`src/rtl/mfos_map.svh`:
```
/*
  Register indexes, reset values, bit positions and function codes of the
  output-select bank. Assumes inclusion by bare name from the bank's files.
*/
`ifndef MFOS_MAP_SVH
`define MFOS_MAP_SVH

// Word indexes; byte address is four times the index
`define MFOS_IDX_SEL1 12'h311
`define MFOS_IDX_SEL2 12'h312
`define MFOS_IDX_SEL3 12'h313
`define MFOS_IDX_SEL4 12'h314
`define MFOS_IDX_SEL5 12'h315
`define MFOS_IDX_SEL6 12'h316
`define MFOS_IDX_SEL7 12'h317
`define MFOS_IDX_SEL8 12'h318
`define MFOS_IDX_SEL9 12'h319
`define MFOS_IDX_POL 12'h340
`define MFOS_IDX_STATUS 12'h341
`define MFOS_IDX_THR 12'h342
`define MFOS_IDX_CARD 12'h343

`define MFOS_RST_SEL1 16'h000B
`define MFOS_RST_SEL2 16'h0001
`define MFOS_RST_SEL_ZERO 16'h0000
`define MFOS_RST_POL 16'h0000
`define MFOS_RST_THR 16'h0000
`define MFOS_RST_CARD 2'h0

// Status and polarity bit of each output
`define MFOS_BIT_OUT1 4'h0
`define MFOS_BIT_OUT2 4'h1
`define MFOS_BIT_OUT3 4'h3
`define MFOS_BIT_OUT4 4'h4
`define MFOS_BIT_OUT5 4'h5
`define MFOS_BIT_OUT6 4'h6
`define MFOS_BIT_OUT7 4'h7
`define MFOS_BIT_OUT8 4'h8
`define MFOS_BIT_OUT9 4'h9
`define MFOS_STATUS_USED 16'h03FB

`define MFOS_NUM_OUT 9
`define MFOS_COND_W 64
`define MFOS_FC_OVERRIDE 16'h002D
`define MFOS_FC_FREQ_GE 16'h003A
`define MFOS_FC_FREQ_LT 16'h003B

// Card-fitted control bits
`define MFOS_CARD_TRANSISTOR 0
`define MFOS_CARD_RELAY 1

`define MFOS_HSIZE_WORD 3'h2
`define MFOS_ADDR_HI_ZERO 18'h00000

`endif

```
`src/rtl/mfos_pkg.sv`:
```
/*
  Types of the output-select bank: bus phase enum and the state structs.
  Assumes mfos_map.svh is on the include path.
*/
package mfos_pkg;
  typedef logic [15:0] mfos_code_t;

  typedef enum logic {
    MFOS_PH_IDLE,
    MFOS_PH_WRITE
  } mfos_phase_t;

  typedef struct packed {
    mfos_phase_t phase;
    logic [11:0] idx;
    logic hit;
    logic [31:0] rdata;
  } mfos_bus_t;

  typedef struct packed {
    logic active;
    logic make;
    logic brk;
  } mfos_cell_t;

  typedef struct packed {
    logic [8:0][15:0] sel;
    logic [15:0] pol;
    logic [15:0] thr;
    logic [1:0] card;
    logic ovr_meta;
    logic ovr_sync;
  } mfos_top_t;
endpackage

```
`src/rtl/mfos_ahb_slave.sv`:
```
/*
  AHB-Lite slave front end for the output-select bank: zero wait states,
  always OKAY, registered read data, write strobe in the data phase.
  Assumes single word transfers from one master on hclk.
*/
`include "mfos_map.svh"
module mfos_ahb_slave (
  input wire logic hclk,
  input wire logic hresetn,
  input wire logic hsel,
  input wire logic [31:0] haddr,
  input wire logic [1:0] htrans,
  input wire logic hwrite,
  input wire logic [2:0] hsize,
  input wire logic hready,
  input wire logic [31:0] hwdata,
  output logic hreadyout,
  output logic hresp,
  output logic [31:0] hrdata,
  output logic [11:0] rd_idx,
  input wire logic [15:0] rd_value,
  output logic wr_en,
  output logic [11:0] wr_idx,
  output logic [15:0] wr_data
);
  import mfos_pkg::*;

  mfos_bus_t s_q;
  mfos_bus_t s_d;
  logic take;
  logic hit;

  assign take = hsel && htrans[1] && hready;
  assign hit = (haddr[31:14] == `MFOS_ADDR_HI_ZERO) && (hsize == `MFOS_HSIZE_WORD);
  assign rd_idx = haddr[13:2];

  always_comb begin
    s_d = s_q;
    if (hready) begin
      s_d.phase = (take && hwrite) ? MFOS_PH_WRITE : MFOS_PH_IDLE;
      s_d.idx = haddr[13:2];
      s_d.hit = hit;
    end
    // Unmapped or refused reads return zero
    if (take && !hwrite) begin
      s_d.rdata = hit ? {16'h0000, rd_value} : 32'h0000_0000;
    end
  end

  always_ff @(posedge hclk or negedge hresetn) begin
    if (!hresetn) begin
      s_q <= '{phase: MFOS_PH_IDLE, idx: 12'h000, hit: 1'b0, rdata: 32'h0000_0000};
    end else begin
      s_q <= s_d;
    end
  end

  assign hreadyout = 1'b1;
  assign hresp = 1'b0;
  assign hrdata = s_q.rdata;
  assign wr_en = (s_q.phase == MFOS_PH_WRITE) && s_q.hit;
  assign wr_idx = s_q.idx;
  assign wr_data = hwdata[15:0];
endmodule

```
`src/rtl/mfos_output_cell.sv`:
```
/*
  One multi-function output: picks the condition named by its function code,
  applies polarity and card gating, and registers status and pin levels.
  Assumes all inputs are already on hclk.
*/
`include "mfos_map.svh"
module mfos_output_cell (
  input wire logic hclk,
  input wire logic hresetn,
  input wire mfos_pkg::mfos_code_t func_code,
  input wire logic [63:0] drive_condition,
  input wire logic [15:0] output_frequency,
  input wire logic [15:0] freq_threshold,
  input wire logic override_level,
  input wire logic polarity,
  input wire logic fitted,
  output logic out_active,
  output logic pin_make,
  output logic pin_break
);
  import mfos_pkg::*;

  mfos_cell_t c_q;
  mfos_cell_t c_d;
  logic cond;

  always_comb begin
    c_d = c_q;
    cond = 1'b0;
    if (func_code == `MFOS_FC_OVERRIDE) begin
      cond = override_level; // RULE_15
    end else if (func_code == `MFOS_FC_FREQ_GE) begin
      cond = output_frequency >= freq_threshold; // RULE_14
    end else if (func_code == `MFOS_FC_FREQ_LT) begin
      cond = output_frequency < freq_threshold; // RULE_14
    end else if (func_code < 16'(`MFOS_COND_W)) begin
      cond = drive_condition[func_code[5:0]];
    end
    c_d.active = cond ^ polarity; // RULE_16
    c_d.make = c_d.active && fitted; // RULE_12
    c_d.brk = !(c_d.active && fitted);
  end

  always_ff @(posedge hclk or negedge hresetn) begin
    if (!hresetn) begin
      c_q <= '{active: 1'b0, make: 1'b0, brk: 1'b1};
    end else begin
      c_q <= c_d;
    end
  end

  assign out_active = c_q.active;
  assign pin_make = c_q.make;
  assign pin_break = c_q.brk;
endmodule

```
`src/rtl/mfos_top.sv`:
```
/*
  Multi-function output select bank: nine function selectors, the shared
  polarity word, the output status word and the output pins, behind AHB-Lite.
  Assumes drive conditions and output frequency come from hclk logic; the
  emergency-override input is asynchronous and is synchronised here.
*/
// Local design decision: the AHB-Lite interface to the registers.
// Summary of operation
// RULE_01 - Output one selector at index 0311, reset 11, status and polarity bit 0.
// RULE_02 - Output two selector at index 0312, reset 1, status and polarity bit 1.
// RULE_03 - Output three selector at index 0313, reset 0, bit 3; bit 2 unused.
// RULE_04 - Output four selector at index 0314, reset 0, status and polarity bit 4.
// RULE_05 - Output five selector at index 0315, reset 0, status and polarity bit 5.
// RULE_06 - Output six selector at index 0316, reset 0, status and polarity bit 6.
// RULE_07 - Output seven selector at index 0317, reset 0, status and polarity bit 7.
// RULE_08 - Output eight selector at index 0318, reset 0, status and polarity bit 8.
// RULE_09 - Output nine selector at index 0319, resets to zero.
// RULE_10 - Output nine reports on status bit 9, polarity from bit 9.
// RULE_11 - Every selector is a 16-bit unsigned read/write function code.
// RULE_12 - Outputs five to nine act only when their expansion card is fitted.
// RULE_13 - Each output's make/break sense comes from its own polarity bit.
// RULE_14 - Code 58 asserts at frequency >= threshold; code 59 below threshold.
// RULE_15 - Code 45 follows the emergency-override input, never latching.
// RULE_16 - Output and status bit equal selected condition XOR polarity bit.
`include "mfos_map.svh"
module mfos_top (
  input wire logic hclk,
  input wire logic hresetn,
  input wire logic hsel,
  input wire logic [31:0] haddr,
  input wire logic [1:0] htrans,
  input wire logic hwrite,
  input wire logic [2:0] hsize,
  input wire logic hready,
  input wire logic [31:0] hwdata,
  output logic hreadyout,
  output logic hresp,
  output logic [31:0] hrdata,
  input wire logic [63:0] drive_condition,
  input wire logic [15:0] output_frequency,
  input wire logic emergency_override,
  output logic relay_one_make_contact,
  output logic relay_one_break_contact,
  output logic relay_two_make_contact,
  output logic relay_two_break_contact,
  output logic onboard_transistor_out_a,
  output logic onboard_transistor_out_b,
  output logic card_transistor_out_a,
  output logic card_transistor_out_b,
  output logic card_relay_out_a,
  output logic card_relay_out_b,
  output logic card_relay_out_c,
  output logic card_relay_out_d,
  output logic card_relay_out_e
);
  import mfos_pkg::*;

  // Status and polarity bit of each output, outputs one to nine
  localparam logic [3:0] BITMAP [`MFOS_NUM_OUT] = '{
    `MFOS_BIT_OUT1, // RULE_01
    `MFOS_BIT_OUT2, // RULE_02
    `MFOS_BIT_OUT3, // RULE_03
    `MFOS_BIT_OUT4, // RULE_04
    `MFOS_BIT_OUT5, // RULE_05
    `MFOS_BIT_OUT6, // RULE_06
    `MFOS_BIT_OUT7, // RULE_07
    `MFOS_BIT_OUT8, // RULE_08
    `MFOS_BIT_OUT9 // RULE_10
  };

  localparam mfos_top_t TOP_RST = '{
    sel: {
      `MFOS_RST_SEL_ZERO, // RULE_09
      `MFOS_RST_SEL_ZERO, // RULE_08
      `MFOS_RST_SEL_ZERO, // RULE_07
      `MFOS_RST_SEL_ZERO, // RULE_06
      `MFOS_RST_SEL_ZERO, // RULE_05
      `MFOS_RST_SEL_ZERO, // RULE_04
      `MFOS_RST_SEL_ZERO, // RULE_03
      `MFOS_RST_SEL2, // RULE_02
      `MFOS_RST_SEL1 // RULE_01
    },
    pol: `MFOS_RST_POL,
    thr: `MFOS_RST_THR,
    card: `MFOS_RST_CARD,
    ovr_meta: 1'b0,
    ovr_sync: 1'b0
  };

  mfos_top_t s_q;
  mfos_top_t s_d;
  logic [11:0] rd_idx;
  logic [15:0] rd_value;
  logic wr_en;
  logic [11:0] wr_idx;
  logic [15:0] wr_data;
  logic wr_sel_hit;
  logic [3:0] wr_slot;
  logic [15:0] status_word;
  logic [`MFOS_NUM_OUT-1:0] fitted;
  logic [`MFOS_NUM_OUT-1:0] active;
  logic [`MFOS_NUM_OUT-1:0] make;
  logic [`MFOS_NUM_OUT-1:0] brk;

  mfos_ahb_slave u_bus (
    .hclk(hclk),
    .hresetn(hresetn),
    .hsel(hsel),
    .haddr(haddr),
    .htrans(htrans),
    .hwrite(hwrite),
    .hsize(hsize),
    .hready(hready),
    .hwdata(hwdata),
    .hreadyout(hreadyout),
    .hresp(hresp),
    .hrdata(hrdata),
    .rd_idx(rd_idx),
    .rd_value(rd_value),
    .wr_en(wr_en),
    .wr_idx(wr_idx),
    .wr_data(wr_data)
  );

  assign wr_sel_hit = (wr_idx >= `MFOS_IDX_SEL1) && (wr_idx <= `MFOS_IDX_SEL9);
  assign wr_slot = 4'(wr_idx - `MFOS_IDX_SEL1);

  // Register writes and the override synchroniser
  always_comb begin
    s_d = s_q;
    s_d.ovr_meta = emergency_override;
    s_d.ovr_sync = s_q.ovr_meta;
    if (wr_en) begin
      if (wr_sel_hit) begin
        s_d.sel[wr_slot] = wr_data; // RULE_11
      end else if (wr_idx == `MFOS_IDX_POL) begin
        s_d.pol = wr_data;
      end else if (wr_idx == `MFOS_IDX_THR) begin
        s_d.thr = wr_data;
      end else if (wr_idx == `MFOS_IDX_CARD) begin
        s_d.card = wr_data[1:0];
      end
    end
  end

  always_ff @(posedge hclk or negedge hresetn) begin
    if (!hresetn) begin
      s_q <= TOP_RST;
    end else begin
      s_q <= s_d;
    end
  end

  // Read decode; status is read-only, unmapped words read zero
  always_comb begin
    rd_value = 16'h0000;
    if ((rd_idx >= `MFOS_IDX_SEL1) && (rd_idx <= `MFOS_IDX_SEL9)) begin
      rd_value = s_q.sel[4'(rd_idx - `MFOS_IDX_SEL1)]; // RULE_11
    end else if (rd_idx == `MFOS_IDX_POL) begin
      rd_value = s_q.pol;
    end else if (rd_idx == `MFOS_IDX_STATUS) begin
      rd_value = status_word;
    end else if (rd_idx == `MFOS_IDX_THR) begin
      rd_value = s_q.thr;
    end else if (rd_idx == `MFOS_IDX_CARD) begin
      rd_value = {14'h0000, s_q.card};
    end
  end

  // Outputs one to four are on board; five and six sit on either card
  always_comb begin
    fitted = '1;
    fitted[4] = s_q.card[`MFOS_CARD_TRANSISTOR] || s_q.card[`MFOS_CARD_RELAY]; // RULE_12
    fitted[5] = s_q.card[`MFOS_CARD_TRANSISTOR] || s_q.card[`MFOS_CARD_RELAY]; // RULE_12
    fitted[6] = s_q.card[`MFOS_CARD_RELAY]; // RULE_12
    fitted[7] = s_q.card[`MFOS_CARD_RELAY]; // RULE_12
    fitted[8] = s_q.card[`MFOS_CARD_RELAY]; // RULE_12
  end

  for (genvar i = 0; i < `MFOS_NUM_OUT; i++) begin : g_out
    mfos_output_cell u_cell (
      .hclk(hclk),
      .hresetn(hresetn),
      .func_code(s_q.sel[i]),
      .drive_condition(drive_condition),
      .output_frequency(output_frequency),
      .freq_threshold(s_q.thr),
      .override_level(s_q.ovr_sync),
      .polarity(s_q.pol[BITMAP[i]]), // RULE_13
      .fitted(fitted[i]),
      .out_active(active[i]),
      .pin_make(make[i]),
      .pin_break(brk[i])
    );
  end

  // Unused status bits, including bit 2, read zero
  always_comb begin
    status_word = 16'h0000;
    for (int i = 0; i < `MFOS_NUM_OUT; i++) begin
      status_word[BITMAP[i]] = active[i]; // RULE_16
    end
  end

  assign relay_one_make_contact = make[0];
  assign relay_one_break_contact = brk[0];
  assign relay_two_make_contact = make[1];
  assign relay_two_break_contact = brk[1];
  assign onboard_transistor_out_a = make[2];
  assign onboard_transistor_out_b = make[3];
  // Which card carries outputs five and six decides which pin moves
  assign card_transistor_out_a = make[4] && s_q.card[`MFOS_CARD_TRANSISTOR];
  assign card_transistor_out_b = make[5] && s_q.card[`MFOS_CARD_TRANSISTOR];
  assign card_relay_out_a = make[4] && s_q.card[`MFOS_CARD_RELAY];
  assign card_relay_out_b = make[5] && s_q.card[`MFOS_CARD_RELAY];
  assign card_relay_out_c = make[6];
  assign card_relay_out_d = make[7];
  assign card_relay_out_e = make[8];
endmodule

```
`config.mk`:
```
export PLATFORM = sky130hd
export DESIGN_NAME = mfos_top
export DESIGN_NICKNAME = d
export VERILOG_FILES = /design/src/rtl/mfos_pkg.sv /design/src/rtl/mfos_ahb_slave.sv /design/src/rtl/mfos_output_cell.sv /design/src/rtl/mfos_top.sv
export VERILOG_INCLUDE_DIRS = /design/src /design/src/rtl
export SDC_FILE = /design/constraint.sdc
export NUM_CORES = 1
export LEC_CHECK = 0
export ABC_AREA = 1
export BUFFER_PORTS_ARGS = -buffer_cell sky130_fd_sc_hd__buf_4
export CAP_MARGIN = 15
export CORE_AREA = 8 8 236 329
export CTS_BUF_LIST = sky130_fd_sc_hd__clkbuf_16
export CTS_CLUSTER_DIAMETER = 120
export DETAILED_ROUTE_END_ITERATION = 10
export DIE_AREA = 0 0 244 337
export SYNTH_ARGS = -nofsm -noshare
export SYNTH_HDL_FRONTEND = slang
export SYNTH_SLANG_ARGS = --single-unit
```
`constraint.sdc`:
```
create_clock -name hclk -period 1.9 [get_ports hclk]
set_input_delay 0.095 -clock hclk [delete_from_list [all_inputs] [get_ports hclk]]
set_output_delay 0.095 -clock hclk [all_outputs]
set_load 0.005 [all_outputs]
```
# Word-level counts from Yosys, hierarchy flattened

Index checks and enable logic that the tools add are counted.

Register bits after elaboration: 242
Output and inout bits: 47
Logic and storage cells: 203

Add/sub/neg operators: 2
Order comparisons: 27
Equal/unequal tests: 35
Multiplexer cells: 66
Bitwise logic cells: 12
Reduce and logical (&&, ||, !) cells: 27

Operator list:

| operator                                                             | number |
|---|---|
| equality test 16 x 6 -> 1 bit (second input constant)                | 27 |
| bitwise mux 144 bit                                                  | 1 |
| < comparator 16 x 7 -> 1 bit (second input constant)                 | 9 |
| 2-to-1 mux 16 bit                                                    | 7 |
| equality test 12 x 10 -> 1 bit (second input constant)               | 7 |
| binary-select mux 16 bit (select 4 bit)                              | 1 |
| demux 16 bit (select 4 bit)                                          | 1 |
| < comparator 6 x 7 -> 1 bit (second input constant)                  | 9 |
| binary-select mux 1 bit (select 6 bit)                               | 9 |
| 2-to-1 mux 1 bit                                                     | 46 |
| greater-or-equal comparator 12 x 10 -> 1 bit (second input constant) | 2 |
| <= comparator 12 x 10 -> 1 bit (second input constant)               | 2 |
| logical AND 1 bit                                                    | 18 |
| zero test 18 bit                                                     | 1 |
| greater-or-equal comparator 16 bit                                   | 1 |
| < comparator 16 bit                                                  | 1 |
| < comparator 4 x 5 -> 1 bit (second input constant)                  | 2 |
| bitwise XOR 1 bit                                                    | 9 |
| subtractor 4 x 1 -> 4 bit (second input constant)                    | 2 |
| AND reduction 5 bit                                                  | 1 |
| greater-or-equal comparator 4 x 1 -> 1 bit (second input constant)   | 1 |
| AND reduction 4 bit                                                  | 1 |
| equality test 3 x 2 -> 1 bit (second input constant)                 | 1 |
| zero test 1 bit                                                      | 3 |
| other kinds (5)                                                      | 7 |

# Longest topological paths before layout

Gate-level depths: netlist of run 1.

Depth after elaboration: 8
Mapped depth: 23
Mapped depth without buffers: 21

# Cells and area by module

A second synthesis of run 1 with hierarchy kept.

Cells, all modules: 4038
Area total of the unflattened synthesis: 24215.7 um^2

Modules (own cells, without submodules):

| module           | times used | cells each | area each (um^2) | seq. area each (um^2) |
|---|---|---|---|---|
| mfos_output_cell | 9          | 281        | 1418.9           | 76.3 |
| mfos_top         | 1          | 1233       | 9335.2           | 4509.3 |
| mfos_ahb_slave   | 1          | 276        | 2110.8           | 750.7 |

# Least setup slack after synthesis of run 1

No wires, ideal clock.

Kind: input port to flip-flop
Start: input port haddr[2]
End: register u_bus.s_q, in the netlist u_bus.hrdata[6]
Setup time: 0.127 ns
Arrival: 2.022 ns
Setup slack: -0.249 ns
Stages: 10
Buffers on the path: 3
Path through: buf_2 -> clkinv_1 -> clkbuf_1 -> ha_1 -> inv_1 -> clkbuf_1 -> nand3_1 -> a221o_1 -> a21oi_1 -> o21ai_0

Cells in the longest elaborated chain, start to end: 6

RTL lines:

| item                                                                              | RTL line             | RTL |
|---|---|---|
| start, declared                                                                   | mfos_top.sv:30       | `input wire logic [31:0] haddr,` |
| parallel branches: the longest is 4 deep, another holds subtractor 4 x 1 -> 4 bit | --                   |  |
| 2-to-1 mux 16 bit *                                                               | mfos_top.sv:157      | `` if ((rd_idx >= `MFOS_IDX_SEL1) && (rd_idx <= `MFOS_IDX_SEL9)) begin `` |
| 2-to-1 mux 16 bit *                                                               | mfos_ahb_slave.sv:46 | `s_d.rdata = hit ? {16'h0000, rd_value} : 32'h0000_0000;` |
| end signal, assigned                                                              | mfos_ahb_slave.sv:52 | `s_q <= '{phase: MFOS_PH_IDLE, idx: 12'h000, hit: 1'b0, rdata: 32'h0000_0000};` |
| end, declared                                                                     | mfos_ahb_slave.sv:28 | `mfos_bus_t s_q;` |

Every way passes the cells marked *. The select of a mux whose other input is x is not followed.
A chain may end at the register's enable or synchronous reset.

==> results.txt, run 1 <==
----------------------------------------------------
[Timing]
  Final WS setup ... -0.298 ns
  Remaining max-slew budget at the tightest pin ... between 50 and 60%
  Setup repair after global routing missed its margin ... yes
  Actual transition at the worst max-transition pin ... 0.732 ns
  Clock tree skew after final layout ... 0.0100 ns
  Highest clock rate ... approximately 0.46 GHz
  Portion of the clock cycle consumed by the worst path in the final layout ... 116%
  Setup-failing EPs final ... 145
  Shortest period the worst path allows ... around 2.2 ns
  Final hold violations ... 0
  Minimum hold slack ... between 0.07 and 0.08 ns
  Slew Limit Fails ... 0

[Floorplan]
  Starting Density ... about a quarter
  I/O pin total ... between 200 and 250
  Row count ... 117
  Height of the die ... 337 um
  Area enclosed by the die boundary ... between 80000 and 90000 um^2
  Die Width ... about 240 um
  Total core area ... 72500 um^2

[Layout]
  Antenna fix cells ... 0
  Final nets ... 3673
  Layout cells sized above 1 ... 30.0%
  Final Core Density ... between 30% and 40%
  Synth-to-Final Area Change ... 50.7%
  Post-Layout Inst Area ... 27100 um^2

[Run]
  Number of maximum-capacitance violations ... 0

[Detailed routing]
  Count of TritonRoute iterations in the first routing pass ... 5
  Post-route DRC ... 0
  Via-to-Cell Ratio ... a little over 5
  Average detailed-routed wire length per instance ... approximately 21 um
  Final ANT Viol Nets ... 0
  Total wire length ... ~95000 um
  Vias post-DR ... approximately 23000
  Initial DRC count ... approximately 2300

[Critical path]
  WP data required ... between 2 and 2.5 ns
  FF-to-FF path depth ... 17
  Critical path fanouts, max ... 6
  Reg2reg setup slack ... -0.30 ns
  Type of element launching the critical path ... flip-flop
  R2R Path Start ... s_q[52]
  Arrival time of data at the critical path endpoint ... around 2.6 ns
  Crit Reg-Reg Endpoint ... g_out[1].u_cell.out_active
  Crit end category ... flip-flop
  Crit Path Category ... reg -> reg

[Logic synthesis]
  Post-synth EDFFs ... 0
  Fraction of registers with async set or reset after synthesis ... 100%
  Syn_area_per_cell ... 6.01 um^2
  Yosys top cell by area ... dfrtp_1
  Seq/Total Area, Yosys ... roughly a third
  Yosys warnings ... 0
  Share of the synthesized area in the top cell type ... 30.6%
  Top post-synthesis cells by area ... dfrtp_1 31%, nand2_1 25%, o21ai_0 7.7%
  Post-Synthesis Cells ... ~3000
  Count of unique library cells instantiated by Yosys ... 41
  Most instantiated library cell after synthesis ... nand2_1
  Netlist area before placement ... ~18000 um^2
  #FFs+latches synth ... about 230
  Most common flop cell mapped by yosys ... dfrtp_1
  Post-synth top cells ... 1190 x nand2_1, 278 x o21ai_0, 265 x inv_1

[Global route]
  Antenna violations before repair ... 0
  First-pass GRT wire length ... about 140000 um
  Total global routing track utilization ... ~22%
  Pin count of the biggest net entering global routing ... 71
  Remaining global-route overflow ... 0
  Number of global-route vias before repair ... 22600

[Placed design]
  Last weighted congestion value of the routability-driven placer ... 0.991
  Sum of net half-perimeters after detailed placement ... roughly 69000 um
  Count of buffers inserted at the top-level ports ... between 150 and 200
  Area after detailed placement ... roughly 23000 um^2

[Clock tree]
  H-tree depth reported by CTS ... 1
  Buffer type at the clock tree root ... clkbuf_16
  CTS sink cnt ... ~230
  Number of buffers added by the clock tree synthesis step ... 24
  Later-pin clock latency in the skew report ... approximately 0.53 ns
  Clk buf depth ... 3
  TritonCTS clock tree ... built
  Clock transition at the register clock pins on the worst setup and hold paths after CTS ... ~0.07 ns

[Hold path]
  Hold path endpoint ... s_q[132]
  Tightest Hold Check Type ... in -> reg
  HP Start ... hwdata[0]
  Worst Hold Depth ... 4

[Power and ir drop]
  Worst vdd rail ir drop ... around 0.55 mV
  Leakage ... around 0.014 uW
  Pwr dens ... between 400 and 500 nW/um^2

[Status]
  Outcome ... finished with violations
  Violations in the final reports ... negative setup slack

----------------------------------------------------
==> final cells by class <==
cell class | count | area, um^2
Clock buffer | 25 | 626
Clock inverter | 19 | 138
Fill cell | 7588 | 45300
Inverter | 299 | 1140
Multi-Input combinational cell | 2268 | 11800
Sequential cell | 226 | 5670
Tap cell | 952 | 1190
Timing Repair Buffer | 677 | 6580
Timing Repair inverter | 1 | 7.51
==> metal layers <==
metal  part of all wire [%]  track usage, %
met4                    9.3            16.8
met2                     47            37.1
met5                      0               0
met1                     36            24.2
met3                    7.4            3.22
==> worst max-delay path, cell delays in order (launching register included) <==
cell	delay, ns
dfstp_2	0.59
buf_6	0.13
buf_12	0.10
clkinvlp_4	0.16
nand2_1	0.09
nand3_1	0.06
nand3_1	0.09
a21oi_1	0.08
nand3_1	0.08
nand3_1	0.08
nand2_2	0.09
nand2_2	0.09
nand2_2	0.10
nand2_1	0.06
nand2_1	0.10
nand2_1	0.05
nand2_1	0.05
nand2_1	0.06
==> sequential cells by signal, indices dropped and copies added (netlist names) <==
| signal | count |
|---|---|
| fitted | 1 |
| g_out.u_cell.out_active | 9 |
| g_out.u_cell.pin_break | 2 |
| g_out.u_cell.pin_make | 5 |
| s_d | 1 |
| s_q | 178 |
| u_bus.hrdata | 16 |
| u_bus.s_q | 2 |
| u_bus.wr_idx | 12 |
==> power breakdown <==
group | internal, uW | leakage [uW] | switching, uW
Sequential | 4840 | 0.00213 | 19.4
Combinational | 827 | 0.0113 | 1420
Clock | 2650 | 0.000396 | 2050
==> worst max-delay path by stage <==
stage	from	to	slack, ns	cells past startpoint
floorplan	s_q[9]	g_out[3].u_cell.out_active	0.01	14
global placement	s_q[36]	g_out[0].u_cell.out_active	-0.39	20
detailed placement	s_q[36]	g_out[0].u_cell.out_active	-0.36	20
CTS	s_q[52]	g_out[1].u_cell.out_active	-0.24	20
global route	u_bus.wr_idx[2]	s_q[152]	-0.39	14
finish	s_q[52]	g_out[1].u_cell.out_active	-0.30	17
==> logic make-up (layout without fill, tap and decap cells) <==
| group | after synthesis | in the layout | share of synthesized area (%) |
|---|---|---|---|
| DFF | 226 | 226 | 31.5 |
| AOI/OAI and AO/OA | 503 | 503 | 15.3 |
| adders and majority gates | 21 | 21 | 1.46 |
| other | 2 | 18 | 0.0417 |
| xor gates and xnor gates | 1 | 1 | 0.0487 |
| buffers and inverters | 514 | 1021 | 11.9 |
| and+or+nand+nor | 1725 | 1725 | 39.7 |
==> cell usage in the layout, fill, tap and decap left out, drive strengths merged <==
master	synthesis	final
nor4b	1	1
a32o	6	6
ha	21	21
nand3	247	247
o221ai	1	1
clkinvlp	0	4
dfstp	6	6
o21a	1	1
nor3	14	14
or2	7	7
inv	275	280
o21ai	284	284
a22oi	10	10
and3	5	5
nor2	160	160
o32ai	1	1
a31oi	5	5
dfrtp	220	220
nand2	1190	1190
nand4	72	72
a21oi	137	137
o311ai	13	13
nand3b	9	9
clkinv	24	33
conb	2	18
nor4	20	20
a21boi	1	1
xnor2	1	1
bufinv	0	2
clkbuf	114	32
a221o	4	4
o211ai	38	38
buf	101	632
a211oi	2	2
dlygate4sd3	0	38
==> timing repair <==
| item | 4_1_cts | 5_1_grt |
|---|---|---|
| endpoints found under the setup margin | 106 | 173 |
| cloned | 22 | 8 |
| endpoints found under the hold margin | 220 | 0 |
| gates resized for setup | 297 | 357 |
| buffers inserted | 22 | 13 |
| hold buffers | 38 | 0 |
| pin swaps | 18 | 45 |
==> through the flow <==
stage                     std cells  setup slack, ns  power [uW]  TNS (ns)
after global placement         4325           -0.393        6940     -9.18
final                          4467           -0.298       11800    -22.73
after global routing           4467           -0.387       12100    -41.08
after detailed placement       4325           -0.358        6940    -10.70
after floorplan                3008           0.0150        5770         0
after CTS                      4451           -0.236       11700    -23.55
Note: power is estimated with default switching activity, not from simulation.
==> run 2, diff against run 1 <==
--- a/config.mk
+++ b/config.mk
@@ -14,6 +14,7 @@
 export CTS_CLUSTER_DIAMETER = 120
 export DETAILED_ROUTE_END_ITERATION = 10
 export DIE_AREA = 0 0 244 337
+export SKIP_LAST_GASP = 1
 export SYNTH_ARGS = -nofsm -noshare
 export SYNTH_HDL_FRONTEND = slang
 export SYNTH_SLANG_ARGS = --single-unit
==> constraint.sdc (replaced) <==
create_clock -name hclk -period 2.6 [get_ports hclk]
set_input_delay 0.13 -clock hclk [delete_from_list [all_inputs] [get_ports hclk]]
set_output_delay 0.13 -clock hclk [all_outputs]
set_load 0.005 [all_outputs]
==> results.txt, run 2 (synthesis results as in run 1) <==
----------------------------------------------------
[Clock tree]
  CTS sink cnt ... 226
  H-tree depth reported by CTS ... 1
  TritonCTS clock tree ... built
  Clk buf depth ... 3
  Clock transition at the register clock pins on the worst setup and hold paths after CTS ... approximately 0.07 ns
  Number of buffers added by the clock tree synthesis step ... 22
  Buffer type at the clock tree root ... clkbuf_16
  Later-pin clock latency in the skew report ... roughly 0.52 ns

[Placed design]
  Count of buffers inserted at the top-level ports ... around 160
  Last weighted congestion value of the routability-driven placer ... between 0.9 and 1
  Sum of net half-perimeters after detailed placement ... 62400 um

[Timing]
  Portion of the clock cycle consumed by the worst path in the final layout ... a little over nine tenths
  Minimum hold slack ... ~0.034 ns
  Shortest period the worst path allows ... roughly 2.4 ns
  Clock tree skew after final layout ... approximately 0.011 ns
  Actual transition at the worst max-transition pin ... 0.752 ns
  Slew Limit Fails ... 0
  Remaining max-slew budget at the tightest pin ... around half
  Setup-failing EPs final ... 0
  Final hold violations ... 0
  Highest clock rate ... roughly 0.41 GHz

[Layout]
  Most common cell after layout, fill and taps aside ... nand2_1
  Final Core Density ... between 20% and 30%
  Synth-to-Final Area Change ... 19.3%
  Register bank with the most flops ... s_q
  Layout cells sized above 1 ... a little over a tenth
  Top library cells by usage in the layout, fill and taps aside ... 1189 x nand2_1, 277 x o21ai_0, 271 x buf_4, 268 x inv_1, 247 x nand3_1
  Final nets ... 3305
  Flip-flop count of the largest register after layout ... around 180

[Hold path]
  Tightest Hold Check Type ... in -> reg
  Worst Hold Depth ... 4

[Floorplan]
  Starting Density ... 24.8%
  Total core area ... 72500 um^2
  Row count ... ~120
  Area enclosed by the die boundary ... 82200 um^2
  Height of the die ... 337 um
  I/O pin total ... around 200
  Die Width ... about 240 um

[Global route]
  Remaining global-route overflow ... 0
  Pin count of the biggest net entering global routing ... 81
  Antenna violations before repair ... 0
  Total global routing track utilization ... between 15 and 20%
  Number of global-route vias before repair ... slightly below 20000
  First-pass GRT wire length ... around 120000 um

[Critical path]
  Cells traversed along the worst timing path ... inv_1, ha_1, nand2_1, inv_1, o21ai_0, nand2_1, a21oi_1, a21boi_4, buf_2, nand2_1, nand2_1, nand2_1, nand2_1, nand2_1, nand2_1, nand2_1, nor2_1
  Cell occurring most often along the worst timing path ... nand2_1
  Type of element launching the critical path ... flip-flop
  Reg2reg setup slack ... 0.15 ns
  Arrival time of data at the critical path endpoint ... between 2 and 3 ns
  WP data required ... roughly 3 ns
  Crit Path Category ... reg -> reg
  Crit path depth ... 17
  Max stage delay on crit path ... about 0.37 ns
  Family with the most delay on the worst path ... simple AND/OR/NAND/NOR gates
  Critical path fanouts, max ... 4
  FF-to-FF path depth ... 17
  Crit end category ... flip-flop
  Worst path bufs/invs ... 3
  Cell with the largest stage delay on the worst path ... dfrtp_1

[Power and ir drop]
  Final Total Pwr ... 8040 uW
  Worst vdd rail ir drop ... 0.447 mV
  Leakage ... 0.0114 uW
  Pwr dens ... about 370 nW/um^2

[Detailed routing]
  Total wire length ... 79900 um
  Via-to-Cell Ratio ... ~5
  Initial DRC count ... between 2000 and 2500
  Final ANT Viol Nets ... 0
  Vias post-DR ... between 20000 and 25000
  Count of TritonRoute iterations in the first routing pass ... 6
  Post-route DRC ... 0
  Average detailed-routed wire length per instance ... a little under 20 um

[Status]
  Outcome ... complete, no violations

[Run]
  Number of maximum-capacitance violations ... 0

----------------------------------------------------
## run 2: layer usage
| layer | up-vias | routed length (um) | GRT usage [%] |
|---|---|---|---|
| li1 | 9873 | - | - |
| met1 | 9294 | 30300 | 21.3 |
| met2 | 950 | 38600 | 32.5 |
| met3 | 323 | 4590 | 1.69 |
| met4 | 0 | 6510 | 12.6 |
| met5 | - | 0 | 0 |
## run 2: worst paths after layout
check	startpoint	to
worst max-delay path	s_q[17]	g_out[8].u_cell.pin_make
worst min-delay path	haddr[30]	u_bus.s_q[32]
worst max register to register	s_q[17]	g_out[8].u_cell.pin_make
worst min register to register	s_d[0]	s_q[0]
max in group asynchronous	hresetn	s_q[36]
min in group asynchronous	hresetn	s_q[0]
## run 2: stage by stage
stage	cell area, um^2	std cells	setup TNS (ns)	worst slack [ns]
2_1_floorplan	18000	3008	0	0.416
3_3_place_gp	20400	4022	0	0.0843
3_5_place_dp	20400	4022	0	0.0991
4_1_cts	21400	4088	0	0.0982
5_1_grt	21500	4093	-0.150	-0.0344
6_report	21500	4094	0	0.152
## run 2: area by class of cell
cell class | instances | area (um^2)
Timing Repair Buffer | 312 | 2530
Fill cell | 8114 | 51000
Sequential cell | 226 | 5660
Tap cell | 952 | 1190
Antenna cell | 1 | 2.50
Clock buffer | 23 | 576
Inverter | 299 | 1130
Clock inverter | 13 | 108
Multi-Input combinational cell | 2268 | 10300
## run 2: power breakdown
part / internal (uW) / switching [uW] / total, uW / leakage, uW
sequential: 3530 / 15.7 / 3550 / 0.00213
combinational: 423 / 867 / 1290 / 0.00891
clock: 1790 / 1410 / 3200 / 0.000353
## run 2: worst register-to-register path, delay by kind of cell, from the launching register on
kind | cells | cell delay (ns)
buffers and inverters | 3 | 0.39
and+or+nand+nor | 10 | 0.73
adders and majority gates | 1 | 0.24
DFF | 1 | 0.37
AOI/OAI and AO/OA | 3 | 0.65
## run 2: what timing repair did
| item | CTS | global route |
|---|---|---|
| hold endpoints to repair | 86 | 0 |
| setup buffers | 0 | 4 |
| hold buffers | 30 | 0 |
| gates resized for setup | 0 | 9 |
| setup endpoints to repair | 0 | 10 |
